--- src/rtl/irb_pkg.sv ---
package irb_pkg;

  // ====================================================================
  // register map (apb byte addresses, one word each)
  // ====================================================================
  localparam logic [7:0] ADDR_HOLD = 8'h00;
  localparam logic [7:0] ADDR_RESID = 8'h04;
  localparam logic [7:0] ADDR_CTRL = 8'h08;
  localparam logic [7:0] ADDR_STATUS = 8'h0c;
  localparam logic [7:0] ADDR_MASK = 8'h10;
  localparam logic [7:0] ADDR_SHIFT = 8'h14;

  // ====================================================================
  // fields and reset values
  // ====================================================================
  localparam int CTRL_EN_BIT = 0;
  localparam int EV_FULL_BIT = 0;
  localparam int EV_END_BIT = 1;
  localparam int EV_ERR_BIT = 2;
  localparam int EV_NUM = 3;
  localparam logic [7:0] HOLD_RESET = 8'h00;
  localparam logic [2:0] RESID_RESET = 3'h0;
  localparam logic [7:0] SHIFT_RESET = 8'h00;
  localparam logic [2:0] MASK_RESET = 3'h0;

  // ====================================================================
  // carriers
  // ====================================================================
  typedef struct packed {
    logic bit_valid;
    logic bit_value;
    logic frame_end;
    logic rx_error;
  } irb_rx_t;

  typedef struct packed {
    logic err;
    logic fend;
    logic full;
  } irb_ev_t;

  typedef enum logic [1:0] {
    IRB_IDLE = 2'b00,
    IRB_RECV = 2'b01,
    IRB_ENDED = 2'b10
  } irb_state_t;

endpackage : irb_pkg

--- src/rtl/irb_shift.sv ---
`timescale 1ns/1ps
`default_nettype none

// ======================================================================
// shift register, residual counter and holding register
// ======================================================================
module irb_shift #(
  parameter int WIDTH = 8
) (
  input wire logic sys_clk,
  input wire logic sys_rst,
  input wire logic enable,
  input wire logic bit_valid,
  input wire logic bit_value,
  input wire logic err,
  input wire logic clr_resid,
  output logic [WIDTH-1:0] shift_reg,
  output logic [WIDTH-1:0] hold_reg,
  output logic [$clog2(WIDTH)-1:0] resid,
  output logic full_pulse
);

  localparam int CW = $clog2(WIDTH);
  localparam logic [CW-1:0] LAST = CW'(WIDTH - 1);

  initial begin
    if (WIDTH != 8) $error("irb_shift: only 8-bit bytes are supported");
  end

  logic wrap;
  logic [WIDTH-1:0] next_shift;
  assign wrap = bit_valid && (resid == LAST);
  // newest bit enters at the top so the first bit ends in bit 0
  assign next_shift = {bit_value, shift_reg[WIDTH-1:1]};

  always_ff @(posedge sys_clk or posedge sys_rst) begin
    if (sys_rst) begin
      shift_reg <= '0;
    end else if (!enable) begin
      shift_reg <= '0;
    end else if (wrap) begin
      shift_reg <= '0;
    end else if (bit_valid) begin
      shift_reg <= next_shift;
    end
  end

  always_ff @(posedge sys_clk or posedge sys_rst) begin
    if (sys_rst) begin
      hold_reg <= '0;
    end else if (!enable) begin
      hold_reg <= '0;
    end else if (wrap) begin
      // no guard against an unread byte
      hold_reg <= next_shift;
    end
  end

  always_ff @(posedge sys_clk or posedge sys_rst) begin
    if (sys_rst) begin
      full_pulse <= 1'b0;
    end else begin
      full_pulse <= enable && wrap;
    end
  end

  always_ff @(posedge sys_clk or posedge sys_rst) begin
    if (sys_rst) begin
      resid <= '0;
    end else if (!enable || err || clr_resid) begin
      resid <= '0;
    end else if (bit_valid) begin
      resid <= resid + CW'(1);
    end
  end

endmodule : irb_shift

`default_nettype wire

--- src/rtl/irb_irq.sv ---
`timescale 1ns/1ps
`default_nettype none

// ======================================================================
// sticky event flags, mask, level interrupt
// ======================================================================
module irb_irq #(
  parameter int N = 3
) (
  input wire logic sys_clk,
  input wire logic sys_rst,
  input wire logic [N-1:0] ev_set,
  input wire logic rd_clear,
  input wire logic [N-1:0] mask,
  output logic [N-1:0] pending,
  output logic irq
);

  initial begin
    if (N < 1) $error("irb_irq: need at least one event");
  end

  genvar i;
  generate
    for (i = 0; i < N; i++) begin : g_flag
      always_ff @(posedge sys_clk or posedge sys_rst) begin
        if (sys_rst) begin
          pending[i] <= 1'b0;
        end else if (ev_set[i]) begin
          // set beats a clearing read in the same cycle
          pending[i] <= 1'b1;
        end else if (rd_clear) begin
          pending[i] <= 1'b0;
        end
      end
    end
  endgenerate

  always_ff @(posedge sys_clk or posedge sys_rst) begin
    if (sys_rst) begin
      irq <= 1'b0;
    end else begin
      // clear must cover every flag, not only bit 0
      irq <= |(((pending & ~{N{rd_clear}}) | ev_set) & mask);
    end
  end

endmodule : irb_irq

`default_nettype wire

--- src/rtl/irb_top.sv ---
// The implementer's own choices: the APB interface to the registers and the placing of the registers.
`timescale 1ns/1ps
`default_nettype none

// Notes on behaviour
// - when eight bits have been shifted in, the shift register contents are copied to the holding register.
// - the first received bit of a byte lands in bit 0 of the holding register and the last in bit 7.
// - byte_full_event fires in the same cycle as the copy into the holding register, unless rx_error comes with the eighth bit; the full flag is set anyway.
// - reset clears the holding register to zero.
// - while the receiver is disabled the holding register is held at zero.
// - a new full byte overwrites an unread one without protection.
// - a 3-bit residual counter counts received bits and wraps to zero after eight.
// - the residual counter lets software learn the trailing bit count of frames that are not whole bytes.
// - reset clears the residual counter to zero.
// - the residual counter clears on disable, on a receive error, or on a shift register read after frame end.
// - holding register (8 bits) and residual counter (3 bits) are read-only registers.
// - each event sets a pending flag that the acknowledge (a status read) or reset clears.
module irb_top #(
  parameter int WIDTH = 8
) (
  input wire logic sys_clk,
  input wire logic sys_rst,
  input wire logic psel,
  input wire logic penable,
  input wire logic pwrite,
  input wire logic [7:0] paddr,
  input wire logic [31:0] pwdata,
  input wire logic [3:0] pstrb,
  output logic [31:0] prdata,
  output logic pready,
  output logic pslverr,
  input wire logic bit_valid,
  input wire logic bit_value,
  input wire logic frame_end,
  input wire logic rx_error,
  output logic receiver_enable_bit,
  output logic byte_full_event,
  output logic frame_end_event,
  output logic receive_error_event,
  output logic irq
);

  initial begin
    if (WIDTH != 8) $error("irb_top: WIDTH must be 8");
  end

  // ====================================================================
  // decode helpers
  // ====================================================================
  function automatic logic is_mapped(input logic [7:0] a);
    case (a)
      irb_pkg::ADDR_HOLD, irb_pkg::ADDR_RESID, irb_pkg::ADDR_CTRL,
      irb_pkg::ADDR_STATUS, irb_pkg::ADDR_MASK, irb_pkg::ADDR_SHIFT: is_mapped = 1'b1;
      default: is_mapped = 1'b0;
    endcase
  endfunction : is_mapped

  function automatic logic is_ro(input logic [7:0] a);
    is_ro = (a != irb_pkg::ADDR_CTRL) && (a != irb_pkg::ADDR_MASK);
  endfunction : is_ro

  // ====================================================================
  // bus side
  // ====================================================================
  irb_pkg::irb_rx_t rx;
  assign rx = '{bit_valid: bit_valid, bit_value: bit_value, frame_end: frame_end, rx_error: rx_error};

  logic access;
  logic wr_ok;
  logic rd_hit;
  logic [2:0] mask;
  logic [2:0] pending;
  logic [WIDTH-1:0] shift_reg;
  logic [WIDTH-1:0] hold_reg;
  logic [2:0] resid;
  logic full_pulse;
  irb_pkg::irb_state_t state;
  irb_pkg::irb_ev_t ev;

  // one wait state: answer on the second access cycle
  assign access = psel && penable && pready;
  // writes with pstrb[0] low and writes to read-only words are refused
  assign wr_ok = access && pwrite && is_mapped(paddr) && !is_ro(paddr) && (pstrb[0] == 1'b1);
  assign rd_hit = access && !pwrite;

  always_ff @(posedge sys_clk or posedge sys_rst) begin
    if (sys_rst) begin
      pready <= 1'b0;
    end else begin
      pready <= psel && penable && !pready;
    end
  end

  always_ff @(posedge sys_clk or posedge sys_rst) begin
    if (sys_rst) begin
      pslverr <= 1'b0;
    end else if (psel && penable && !pready) begin
      pslverr <= !is_mapped(paddr) || (pwrite && (is_ro(paddr) || !pstrb[0]));
    end else begin
      pslverr <= 1'b0;
    end
  end

  always_ff @(posedge sys_clk or posedge sys_rst) begin
    if (sys_rst) begin
      prdata <= '0;
    end else if (psel && penable && !pready && !pwrite) begin
      case (paddr)
        irb_pkg::ADDR_HOLD: prdata <= {24'h000000, hold_reg};
        irb_pkg::ADDR_RESID: prdata <= {29'h00000000, resid};
        irb_pkg::ADDR_CTRL: prdata <= {31'h00000000, receiver_enable_bit};
        irb_pkg::ADDR_STATUS: prdata <= {29'h00000000, pending};
        irb_pkg::ADDR_MASK: prdata <= {29'h00000000, mask};
        irb_pkg::ADDR_SHIFT: prdata <= {24'h000000, shift_reg};
        default: prdata <= '0;
      endcase
    end else if (!psel) begin
      prdata <= '0;
    end
  end

  // ====================================================================
  // control registers
  // ====================================================================
  always_ff @(posedge sys_clk or posedge sys_rst) begin
    if (sys_rst) begin
      receiver_enable_bit <= 1'b0;
    end else if (wr_ok && paddr == irb_pkg::ADDR_CTRL) begin
      receiver_enable_bit <= pwdata[irb_pkg::CTRL_EN_BIT];
    end
  end

  always_ff @(posedge sys_clk or posedge sys_rst) begin
    if (sys_rst) begin
      mask <= irb_pkg::MASK_RESET;
    end else if (wr_ok && paddr == irb_pkg::ADDR_MASK) begin
      mask <= pwdata[2:0];
    end
  end

  // ====================================================================
  // frame tracking: a shift read counts only after frame end
  // ====================================================================
  logic shift_read;
  assign shift_read = rd_hit && (paddr == irb_pkg::ADDR_SHIFT);

  always_ff @(posedge sys_clk or posedge sys_rst) begin
    if (sys_rst) begin
      state <= irb_pkg::IRB_IDLE;
    end else if (!receiver_enable_bit) begin
      state <= irb_pkg::IRB_IDLE;
    end else begin
      case (state)
        irb_pkg::IRB_IDLE: begin
          if (rx.bit_valid) state <= irb_pkg::IRB_RECV;
        end
        irb_pkg::IRB_RECV: begin
          if (rx.rx_error) state <= irb_pkg::IRB_IDLE;
          else if (rx.frame_end) state <= irb_pkg::IRB_ENDED;
        end
        irb_pkg::IRB_ENDED: begin
          if (shift_read || rx.rx_error) state <= irb_pkg::IRB_IDLE;
          else if (rx.bit_valid) state <= irb_pkg::IRB_RECV;
        end
        default: state <= irb_pkg::IRB_IDLE;
      endcase
    end
  end

  logic clr_resid;
  // software is expected to fetch the count before the shift read
  assign clr_resid = shift_read && (state == irb_pkg::IRB_ENDED);

  // ====================================================================
  // datapath and events
  // ====================================================================
  irb_shift #(
    .WIDTH(WIDTH)
  ) u_shift (
    .sys_clk(sys_clk),
    .sys_rst(sys_rst),
    .enable(receiver_enable_bit),
    .bit_valid(rx.bit_valid),
    .bit_value(rx.bit_value),
    .err(rx.rx_error),
    .clr_resid(clr_resid),
    .shift_reg(shift_reg),
    .hold_reg(hold_reg),
    .resid(resid),
    .full_pulse(full_pulse)
  );

  assign ev = '{err: receiver_enable_bit && rx.rx_error,
                fend: receiver_enable_bit && rx.frame_end,
                full: full_pulse};

  // full pulse already registered; align the other two to it
  always_ff @(posedge sys_clk or posedge sys_rst) begin
    if (sys_rst) begin
      byte_full_event <= 1'b0;
      frame_end_event <= 1'b0;
      receive_error_event <= 1'b0;
    end else begin
      byte_full_event <= receiver_enable_bit && rx.bit_valid && (resid == 3'h7) && !rx.rx_error;
      frame_end_event <= ev.fend;
      receive_error_event <= ev.err;
    end
  end

  logic status_read;
  assign status_read = rd_hit && (paddr == irb_pkg::ADDR_STATUS);

  irb_irq #(
    .N(irb_pkg::EV_NUM)
  ) u_irq (
    .sys_clk(sys_clk),
    .sys_rst(sys_rst),
    .ev_set({ev.err, ev.fend, ev.full}),
    .rd_clear(status_read),
    .mask(mask),
    .pending(pending),
    .irq(irq)
  );

endmodule : irb_top

`default_nettype wire

--- config.mk ---
export PLATFORM = sky130hd
export DESIGN_NAME = irb_top
export DESIGN_NICKNAME = d
export VERILOG_FILES = /design/src/rtl/irb_pkg.sv /design/src/rtl/irb_shift.sv /design/src/rtl/irb_irq.sv /design/src/rtl/irb_top.sv
export SDC_FILE = /design/constraint.sdc
export NUM_CORES = 1
export LEC_CHECK = 0
export BUFFER_PORTS_ARGS = -buffer_cell sky130_fd_sc_hd__buf_2
export CAP_MARGIN = 10
export CORE_MARGIN = 2
export CORE_UTILIZATION = 54
export CTS_BUF_LIST = sky130_fd_sc_hd__clkbuf_4 sky130_fd_sc_hd__clkbuf_8
export DETAILED_ROUTE_END_ITERATION = 7
export PLACE_DENSITY = 0.94
export SYNTH_ARGS = -nofsm -noshare
export SYNTH_HDL_FRONTEND = slang
export SYNTH_HIERARCHICAL = 1
export SYNTH_SLANG_ARGS = --single-unit
--- constraint.sdc ---
create_clock -name sys_clk -period 4.3 [get_ports sys_clk]
set_clock_uncertainty 0.15 [all_clocks]
set_input_delay 0.215 -clock sys_clk [delete_from_list [all_inputs] [get_ports sys_clk]]
set_output_delay 0.215 -clock sys_clk [all_outputs]
set_load 0.01 [all_outputs]
# Word-level counts from Yosys, hierarchy flattened
# Cells that the tools add are included.
# W data, S select, Z words.
[word_totals]
regBits = 67
inputBits = 53
word_cells = 102
[classes]
eq_ne = 14
bitwise = 4
reduce_logical = 43
mux = 23
n_addsub = 1
[op_table]
columns = ["cell", "count"]
rows = [
  ["$mux W32", 2],
  ["$pmux W8 S6", 1],
  ["$mux W8", 5],
  ["$logic_and A1 B1 Y1", 23],
  ["$eq A8 B4 Y1 const B", 2],
  ["$eq A8 B5 Y1 const B", 2],
  ["$mux W2", 5],
  ["$eq A8 B3 Y1 const B", 1],
  ["$logic_not A8 Y1", 1],
  ["$ne A8 B4 Y1 const B", 1],
  ["$ne A8 B5 Y1 const B", 1],
  ["$reduce_bool A2 Y1", 4],
  ["$logic_not A1 Y1", 7],
  ["$mux W1", 7],
  ["$and A3 B3 Y3", 2],
  ["$mux W3", 2],
  ["$pmux W2 S3", 1],
  ["$reduce_or A6 Y1", 1],
  ["$logic_or A1 B1 Y1", 5],
  ["$ne A2 B1 Y1 const B", 2],
  ["$ne A4 B4 Y1 const B", 1],
  ["$add A3 B1 Y3 const B", 1],
  ["$eq A3 B3 Y1 const B", 1],
  ["$ne A3 B2 Y1 const B", 1],
  ["6 further kinds", 6],
]

# Depth between registers and ports, before layout
# Gate-level depths: netlist of run 1.
[depth]
ltp_word = 9
depth_mapped = 6

# Hierarchy
# The synthesis of run 1 kept the hierarchy.
[by_module_without_submodules]
columns = ["module", "area_per_inst_um2", "cells_per_inst", "n_inst"]
rows = [
  ["irb_top", 1198.6, 125, 1],
  ["irb_shift", 887.1, 81, 1],
  ["irb_irq", 153.9, 12, 1],
]

# Worst setup path before layout of run 1
# Ideal clock, no wire load.
[synth_timing]
path_kind = "input -> register"
start = "input port paddr[5]"
end = "register u_irq.irq"
n_path_buf = 0
arrival_time_ns = 1.851
stages = 6
setup_ns = 0.126
slack_ns = 2.173
t_required_ns = 4.024
path_cell_list = "or3_4 -> or3b_4 -> nor3_1 -> inv_2 -> a21o_1 -> a221o_1"
[synth_between]
elab_chain_len = 7
[synth_lines]
columns = ["element", "line_no", "source"]
rows = [
  ["start, declared", "irb_top.sv:26", "input wire logic [7:0] paddr,"],
  ["$eq A8 B4 Y1", "irb_top.sv:211", "assign status_read = rd_hit && (paddr == irb_pkg::ADDR_STATUS);"],
  ["$logic_and A1 B1 Y1", "irb_top.sv:211", ""],
  ["via status_read", "irb_top.sv:210", "logic status_read;"],
  ["$not A3 Y3", "irb_irq.sv:44", "irq <= |(((pending & ~{N{rd_clear}}) | ev_set) & mask);"],
  ["$and A3 B3 Y3", "irb_irq.sv:44", ""],
  ["$or A3 B3 Y3", "irb_irq.sv:44", ""],
  ["$and A3 B3 Y3", "irb_irq.sv:44", ""],
  ["$reduce_or A3 Y1", "irb_irq.sv:44", ""],
  ["end signal, assigned", "irb_irq.sv:44", ""],
  ["end, declared", "irb_irq.sv:16", "output logic irq"],
]
# The timed path passes the listed nets, and every way through them passes these cells.
# A chain may end at the register's enable or synchronous reset.

# Worst setup path in the final report of run 1
# Same ends and word-level chain as after synthesis.

==> metrics.txt, run 1 <==
outcome complete, no violations; max-slew violations 0; Bufs and invs on worst path 2; VDD IR max 174 uV; IO buf count 35; core area 0.00400 mm2; synth cell count leaders dfrtp_1 (43), buf_4 (26), o21ai_0 (16); depth of the CTS H-tree 2; Pre-antenna DRT Iters 4; layout cells sized above 1 21.2%; Synth Cell Area 0.00224 mm2; area grow syn2layout 10.8%; Die Ht 68.4 um; worst-skew pair later-pin latency 290 ps; final RePlAce weighted congestion 0.790; CP Max Fanout 6; # DRC 0; worst endpoint required time 4330 ps; clock sink total 43; die footprint 0.00468 mm2; Mapped Cells 218; Fillers 315; RSZ-0062 raised after global routing no; routed vias/inst 5.70; Routed Antenna Nets 0; largest family of logic cells by synthesized area simple AND/OR/NAND/NOR gates; Max Freq 0.496 GHz; grt total ovfl 0; top layer in use met4; simple-gate share of the synthesized area 18.5%; CTS Buf Count 5; final setup TNS 0 ps; Async SR Flop Fraction 100%; Synth Area in Compound Gates 13.2%; Worst EP arrival 2050 ps; Ant. Diodes 0; Max Cap Violations 0; mux contribution to synthesized area 6.54%; CP cell instances buf_2, or3_4, or3b_4, nor3_1, inv_2, a21o_1, a221o_1; CP Launch Type primary input; Post-Place Setup Slack 1970 ps; largest net degree at the start of global routing 32; CTS Root Cell clkbuf_8; post-synth cell types 49; final setup vio count 0; Post-Synth XOR/XNOR Area 0.391%; PwrDens 316 mW/mm2; DR WL met2 2330 um; worst hold margin 26.1 ps; Longest Clk Path Bufs 2; Synthesis Warnings 6; Row Count 23; DRT iter0 DRCs 91; die width 68.4 um; starting density of the core 56.0%; Layout Nets 309; fin crit period 2010 ps; dpl hpwl 3470 um; number of synthesized register bits 43; Post-synth EDFFs 0; Critical Path Slowest Stage Cell or3b_4; worst rel slew slack 36.7%; sequential area share after synthesis 48.0%; top-count cell post-synth dfrtp_1; CTS tree built; delay-heaviest family, CP simple AND/OR/NAND/NOR gates; Reg clk slew, reported paths 80 ps; first-pass GRT wire length 7700 um; vias in the first global route 1692; Tightest Pin Transition 949 ps; post-synth top area cell dfrtp_1; Critical Path Sink Type flop; drt wl/cell 15.3 um; Synth Flop Type dfrtp_1; CP peak stage delay 440 ps; worst min path class primary input to flop; Top Ports 92; P_leak 0.00122 uW; syn_area_per_cell 10.3 um2; Hold Violations, Final 0; period utilisation layout 46.8%; synth top area cells dfrtp_1 (48%), buf_4 (8.7%), mux2i_1 (4.0%); Total Routing Usage GR 22.6%; adder-cell share of the synthesized area 1.12%; final worst slack 2290 ps; antenna violations before repair 0; critical path type primary input to flop; Post-Route WL 4670 um; via count 1739; M1 wire length 1840 um; DR WL met3 313 um; area share of the largest cell type after synthesis 48.0%
## final timing paths
kind | start | endpoint | slack, ps | depth (start not counted)
max | paddr[5] | u_irq/irq | 2290 | 7
min | pwdata[0] | receiver_enable_bit | 30 | 2
max reg2reg | u_shift/resid[0] | u_shift/hold_reg[1] | 2380 | 4
min reg2reg | u_shift/full_pulse | u_irq/pending[0] | 310 | 1
max in group asynchronous | sys_rst | u_shift/shift_reg[5] | 3020 | 3
min in group asynchronous | sys_rst | u_irq/irq | 240 | 3
## metrics by stage
step | total power [uW] | cells | util (%) | cell area [um2]
finish | 783 | 305 | 62.0 | 2480
global route | 810 | 305 | 62.0 | 2480
CTS | 787 | 305 | 62.0 | 2480
detailed placement | 466 | 294 | 58.3 | 2330
global placement | 464 | 294 | 58.3 | 2330
floorplan | 465 | 241 | - | 2330
## repair_timing
action / CTS / global route
resized for setup: 0 / 0
hold buffers: 3 / 0
hold endpoints to repair: 45 / 0
buffers inserted: 0 / 0
## placed cells by master, fill, tap and decap left out, drive strengths merged, types with 6 or more instances in the layout
| cell | instances |
|---|---|
| dfrtp | 43 |
| o21ai | 18 |
| inv | 10 |
| nand4 | 8 |
| clkbuf | 6 |
| nand2b | 7 |
| mux2i | 9 |
| nor2 | 8 |
| a22oi | 7 |
| conb | 24 |
| buf | 35 |
| nand2 | 14 |
## layer usage
metal  GRT usage (%)  vias up
li1                -      801
met1            25.4      828
met2            39.1       88
met3            5.59       22
met4            12.3        0
met5               0        -
## area by class of cell
class	instances	area (um2)	area share, %
Tap cell	50	62.6	2.52
Timing Repair Buffer	38	205	8.27
Clock buffer	6	82.6	3.33
Multi-Input combinational cell	156	982	39.6
Sequential cell	43	1080	43.4
Inverter	10	37.5	1.51
Clock inverter	2	35.0	1.41
## where the power goes
part	switching [uW]	internal [uW]	total [uW]	leakage, uW
Sequential	1.23	406	407	0.000599
Clock	134	188	322	0.0000612
Combinational	37.4	16.8	54.2	0.000557
Total	173	610	783	0.00122
## kinds of logic (layout without fill, tap and decap cells)
kind of cell | after synthesis | after routing
other | 1 | 24
adders and majority gates | 2 | 2
muxes | 14 | 14
AOI/OAI and AO/OA | 43 | 43
and+or+nand+nor | 72 | 72
xor gates and xnor gates | 1 | 1
buffers and inverters | 42 | 56
DFF | 43 | 43
## worst reg2reg max path, stage by stage, from the launching register on
cell	delay, ps
dfrtp_1	430
ha_1	190
ha_1	460
and2_0	390
o21ai_0	170
Note: power is estimated with default switching activity, not from simulation.
==> inputs of run 2 (changes only) <==
- ABC_AREA: not set -> 1
- CORE_UTILIZATION: 54 -> 51
- PLACE_DENSITY: 0.94 -> 0.88
- clock period: 4.3 -> 2 ns (I/O delays scaled with it)
==> metrics.txt, run 2 <==
starting density of the core 53.2% (-2.8 points); clock sink total 43 (unchanged); final worst slack 126 ps (-2160 ps); Min-Delay Path Depth 5 (+3); critical path type primary input to flop; Tightest Pin Transition 781 ps (-168 ps); Row Count 25 (+8.7%); Final Cell Area 0.00294 mm2 (+18%); Ant. Diodes 0 (unchanged); largest net degree at the start of global routing 21 (-34%); worst endpoint required time 2040 ps (-2290 ps); post-CTS setup buffers 0 (unchanged); Worst Min Path Start psel; vias in the first global route 2097 (+24%); Hold Violations, Final 0 (unchanged); synth top area cells dfrtp_1 (43%), nand2_1 (16%), buf_4 (7.7%); Area after DPL 0.00267 mm2 (+15%); fin crit period 1870 ps; worst hold margin 48.1 ps (+21.9 ps); Synth Flop Type dfrtp_1; CP Launch Type primary input; final setup TNS 0 ps (unchanged); Mapped Cells 323 (+48%); Pre-antenna DRT Iters 4 (unchanged); Critical Path Sink Type flop; number of synthesized register bits 43 (unchanged); final setup vio count 0 (unchanged); PwrDens 625 mW/mm2 (+98%); post-synth cell types 26 (-47%); Die Ht 74.4 um (+8.8%); routed vias/inst 4.94 (-13%); sequential area share after synthesis 42.5% (-5.5 points); Max Cap Violations 0 (unchanged); Post-Route WL 5440 um (+16%); via count 2185 (+26%); DRT iter0 DRCs 149 (+64%); RR Endpoint receiver_enable_bit; Routed Antenna Nets 0 (unchanged); area grow syn2layout 16.1%; CTS Root Cell clkbuf_8; Worst EP arrival 1920 ps (-130 ps); worst rel slew slack 47.9% (+11 points); period utilisation layout 93.7%; CTS Buf Count 5 (unchanged); die width 74.4 um (+8.8%); CTS tree built; CP Max Fanout 9 (+3); grt total ovfl 0 (unchanged); top-count cell post-synth nand2_1; first-pass GRT wire length 9190 um (+19%); layout cells sized above 1 24.5% (+3.4 points); syn_area_per_cell 7.83 um2 (-24%); VDD IR max 278 uV (+60%); commonest non-fill, non-tap cell in the layout nand2_1; dpl hpwl 3900 um (+12%); Longest Clk Path Bufs 2 (unchanged); # DRC 0 (unchanged); Reg clk slew, reported paths 80 ps (about the same); Total Routing Usage GR 21.8% (-0.84 points); Post-Place Setup Slack 491 ps (-1480 ps); drt wl/cell 12.3 um (-20%); RSZ-0062 raised after global routing no; FF-to-FF setup slack 200 ps (-2180 ps); Async SR Flop Fraction 100% (unchanged); Top Ports 92 (unchanged); outcome complete, no violations; P_leak 0.00169 uW (+39%); antenna violations before repair 0 (unchanged); Synth Cell Area 0.00253 mm2 (+13%); depth of the CTS H-tree 2 (unchanged); worst-skew pair later-pin latency 300 ps (about the same); Layout Nets 429 (+39%); FF-to-FF path depth 6 (+2); area share of the largest cell type after synthesis 42.5% (-5.5 points); Max Freq 0.534 GHz; Post-synth EDFFs 0 (unchanged); most frequent cells in the layout nand2_1 (109), dfrtp_1 (43), buf_2 (35); synth cell count leaders nand2_1 (109), dfrtp_1 (43), buf_4 (26), inv_1 (26), nand3_1 (25); total power 1830 uW (+130%); max-slew violations 0 (unchanged); hold path endpoint prdata[6]; worst min path class primary input to flop; IO buf count 35 (unchanged); final RePlAce weighted congestion 0.890 (+13%); core area 0.00475 mm2 (+19%); launch point of the worst reg-to-reg path pready; post-synth top area cell dfrtp_1; Synthesis Warnings 6 (unchanged); die footprint 0.00554 mm2 (+18%)
-- run 2: cell types whose count changed after synthesis, moves of 5 or more --
cell      delta
mux2_2       -5
inv_1       +17
mux2i_1      -9
nand2b_1     -7
nand2_1     +95
o21ai_0     -15
inv_2        +8
nand3_1     +22
nor2_4       +6
nor2_1      +14
a22oi_1      -7
nand2_2     +16
-- run 2: how the worst max path moves through the flow --
stage,from,to,depth (start not counted)
after floorplan,pready,u_irq/irq,8
after global placement,u_shift/resid[0],u_shift/shift_reg[0],5
after detailed placement,u_shift/resid[0],u_shift/shift_reg[1],5
after CTS,penable,prdata[4],10
after global routing,penable,prdata[1],10
final,penable,prdata[0],10
-- run 2: metal layers --
metal | vias up | global-route usage [%] | part of all wire, %
met5 | - | 0 | 0
met4 | 0 | 6.15 | 1.8
met3 | 10 | 5.01 | 5.7
met2 | 73 | 39.7 | 53
met1 | 1045 | 25.5 | 40
li1 | 1057 | - | -
-- run 2: layout make-up --
| cell class | instances | area [um2] |
|---|---|---|
| clock buffers | 6 | 76.3 |
| well taps | 67 | 83.8 |
| multi-input cells | 238 | 1180 |
| repair buffers | 49 | 310 |
| fillers | 387 | 1820 |
| inverters | 37 | 146 |
| clock inverters | 2 | 60.1 |
| flip-flops and latches | 43 | 1080 |
-- run 2: critical path: stages --
cell,delay (ps)
dlygate4sd3_1,520
buf_2,110
nand2_1,40
dlygate4sd3_1,560
nor2_1,170
nand2_1,120
inv_4,120
nor2_4,70
nand2_1,60
nand2_1,50
-- run 2: metrics by stage --
step                      util, %  std cells
final                        61.8        442
after global routing         61.8        442
after CTS                    61.6        442
after detailed placement     56.2        422
after global placement       56.2        422
after floorplan                 -        346
-- run 2: cells by family (layout without fill, tap and decap cells) --
logic type	after synthesis	in the layout	synth area share [%]
buffers and inverters	65	94	14.3
other	1	24	0.148
AND/OR/NAND/NOR	204	204	40.5
AO/OA/AOI/OAI	8	8	1.58
flip-flops	43	43	42.5
adder cells (fa/ha/maj)	2	2	0.989
-- run 2: repair_timing --
item,CTS,global route
endpoints found under the setup margin,0,6
gates resized for setup,0,2
hold buffers,12,0
hold endpoints to repair,55,0
-- run 2: power breakdown --
| part | switching (uW) | internal, uW | leakage, uW | total [uW] |
|---|---|---|---|---|
| logic | 107 | 46.6 | 0.00103 | 153 |
| registers | 1.29 | 871 | 0.000594 | 872 |
| clock network | 297 | 513 | 0.0000688 | 809 |
| total | 405 | 1430 | 0.00169 | 1830 |
==> inputs of run 3 (changes only) <==
--- a/config.mk
+++ b/config.mk
@@ -6,12 +6,11 @@
 export NUM_CORES = 1
 export LEC_CHECK = 0
-export ABC_AREA = 1
 export BUFFER_PORTS_ARGS = -buffer_cell sky130_fd_sc_hd__buf_2
 export CAP_MARGIN = 10
 export CORE_MARGIN = 2
-export CORE_UTILIZATION = 51
+export CORE_UTILIZATION = 50
 export CTS_BUF_LIST = sky130_fd_sc_hd__clkbuf_4 sky130_fd_sc_hd__clkbuf_8
 export DETAILED_ROUTE_END_ITERATION = 7
-export PLACE_DENSITY = 0.88
+export PLACE_DENSITY = 0.89
 export SYNTH_ARGS = -nofsm -noshare
 export SYNTH_HDL_FRONTEND = slang
--- a/constraint.sdc
+++ b/constraint.sdc
@@ -3,3 +3,3 @@
 set_input_delay 0.1 -clock sys_clk [delete_from_list [all_inputs] [get_ports sys_clk]]
 set_output_delay 0.1 -clock sys_clk [all_outputs]
-set_load 0.01 [all_outputs]
+set_load 0.005 [all_outputs]
==> metrics.txt, run 3 (same netlist as run 1, synthesis figures left out) <==
worst rel slew slack 49.6% (+1.7 points); die footprint 0.00503 mm2 (-9.2%); worst endpoint required time 2030 ps (about the same); grt total ovfl 0 (unchanged); Worst EP arrival 1930 ps (about the same); final worst slack 99.1 ps (-26.4 ps); Ant. Diodes 0 (unchanged); final RePlAce weighted congestion 0.858 (-3.6%); final setup vio count 0 (unchanged); depth of the CTS H-tree 2 (unchanged); commonest non-fill, non-tap cell in the layout dfrtp_1; first-pass GRT wire length 7720 um (-16%); VDD IR max 329 uV (+18%); IO buf count 35 (unchanged); Max Cap Violations 0 (unchanged); CTS Buf Count 5 (unchanged); Final Cell Area 0.00258 mm2 (-12%); die width 70.9 um (-4.7%); most frequent cells in the layout dfrtp_1 (43), buf_2 (35), conb_1 (24); max-slew violations 0 (unchanged); DRT iter0 DRCs 94 (-37%); Worst Min Path Start psel; Pre-antenna DRT Iters 4 (unchanged); FF-to-FF path depth 4 (-2); via count 1746 (-20%); Die Ht 70.9 um (-4.7%); Post-Place Setup Slack -92.7 ps (-584 ps); critical path type primary input to flop; vias in the first global route 1658 (-21%); Routed Antenna Nets 0 (unchanged); layout cells sized above 1 23.5% (-1.0 points); RR Endpoint prdata[7]; outcome complete, no violations; PwrDens 601 mW/mm2 (-3.8%); Fillers 358 (-7.5%); Total Routing Usage GR 19.7% (-2.1 points); fin crit period 1900 ps (+26.4 ps); drt wl/cell 14.5 um (+18%); clock sink total 43 (unchanged); worst min path class primary input to flop; Min-Delay Path Depth 3 (-2); CTS tree built; period utilisation layout 95.0% (+1.3 points); hold path endpoint pready; area grow syn2layout 15.0%; dpl cells 304 (-28%); Critical Path Sink Type flop; Post-Route WL 4630 um (-15%); Row Count 24 (-4.0%); largest net degree at the start of global routing 23 (+9.5%); Layout Nets 322 (-25%); CP Launch Type primary input; Area after DPL 0.00240 mm2 (-10%); Longest Clk Path Bufs 2 (unchanged); Top Ports 92 (unchanged); final std cells w/o fill 320 (-28%); Hold Violations, Final 0 (unchanged); P_leak 0.00128 uW (-24%); worst-skew pair later-pin latency 290 ps (about the same); Reg clk slew, reported paths 80 ps (about the same); routed vias/inst 5.46 (+10%); Max Freq 0.526 GHz (-1.4%); CTS Root Cell clkbuf_8; core area 0.00432 mm2 (-9.1%); FF-to-FF setup slack 210 ps (about the same); post-CTS setup buffers 0 (unchanged); # DRC 0 (unchanged); Tightest Pin Transition 756 ps (-25.1 ps); dpl hpwl 3320 um (-15%); CP Max Fanout 6 (-3); RSZ-0062 raised after global routing no; starting density of the core 51.8% (-1.4 points); launch point of the worst reg-to-reg path pready; antenna violations before repair 0 (unchanged)
==> run 3: layer usage <==
| layer | part of all wire [%] | track usage (%) | vias up |
|---|---|---|---|
| li1 | - | - | 830 |
| met5 | 0 | 0 | - |
| met4 | 1.8 | 7.13 | 0 |
| met2 | 49 | 32.3 | 60 |
| met3 | 6.0 | 5.13 | 8 |
| met1 | 43 | 25.3 | 848 |
==> run 3: power breakdown <==
| group | switching (uW) | internal, uW | leakage, uW |
|---|---|---|---|
| Sequential | 2.27 | 872 | 0.000599 |
| Combinational | 72.6 | 46.2 | 0.000632 |
| Clock | 283 | 272 | 0.0000491 |
==> run 3: final cells by class <==
type	count	area [um2]	share of cell area [%]
Multi-Input combinational cell	156	993	38.6
Timing Repair Buffer	51	315	12.2
Clock inverter	1	5.00	0.194
Tap cell	52	65.1	2.53
Inverter	10	37.5	1.46
Clock buffer	7	83.8	3.25
Sequential cell	43	1080	41.8
==> run 3: metrics by stage <==
stage	TNS, ps	util [%]	total power (uW)	hold WS (ps)
final	0	59.6	1550	15.8
after floorplan	0	-	989	-284
after global placement	-70.9	55.5	993	-143
after CTS	0	59.4	1560	6.35
after detailed placement	-92.7	55.5	996	-133
after global routing	0	59.6	1620	31.8
==> run 3: critical path, stage by stage <==
cell and delay (ps):
dlygate4sd3_1 530, buf_2 150, or3b_4 400, nor3_4 150, inv_2 50, a21o_1 200
a221o_1 350
==> run 3: worst max-delay path by stage <==
stage	start	depth (start not counted)	end	slack [ps]
6_report	paddr[3]	7	u_irq/irq	100
5_1_grt	paddr[3]	8	u_shift/resid[0]	20
4_1_cts	paddr[3]	7	u_irq/irq	40
3_5_place_dp	paddr[5]	7	u_irq/irq	-90
3_3_place_gp	paddr[5]	7	u_irq/irq	-70
2_1_floorplan	paddr[5]	6	u_irq/irq	50
==> run 3: timing repair <==
item | in CTS | in global routing
hold buffers | 8 | 0
resized for setup | 0 | 1
setup endpoints to repair | 0 | 1
endpoints found under the hold margin | 54 | 0
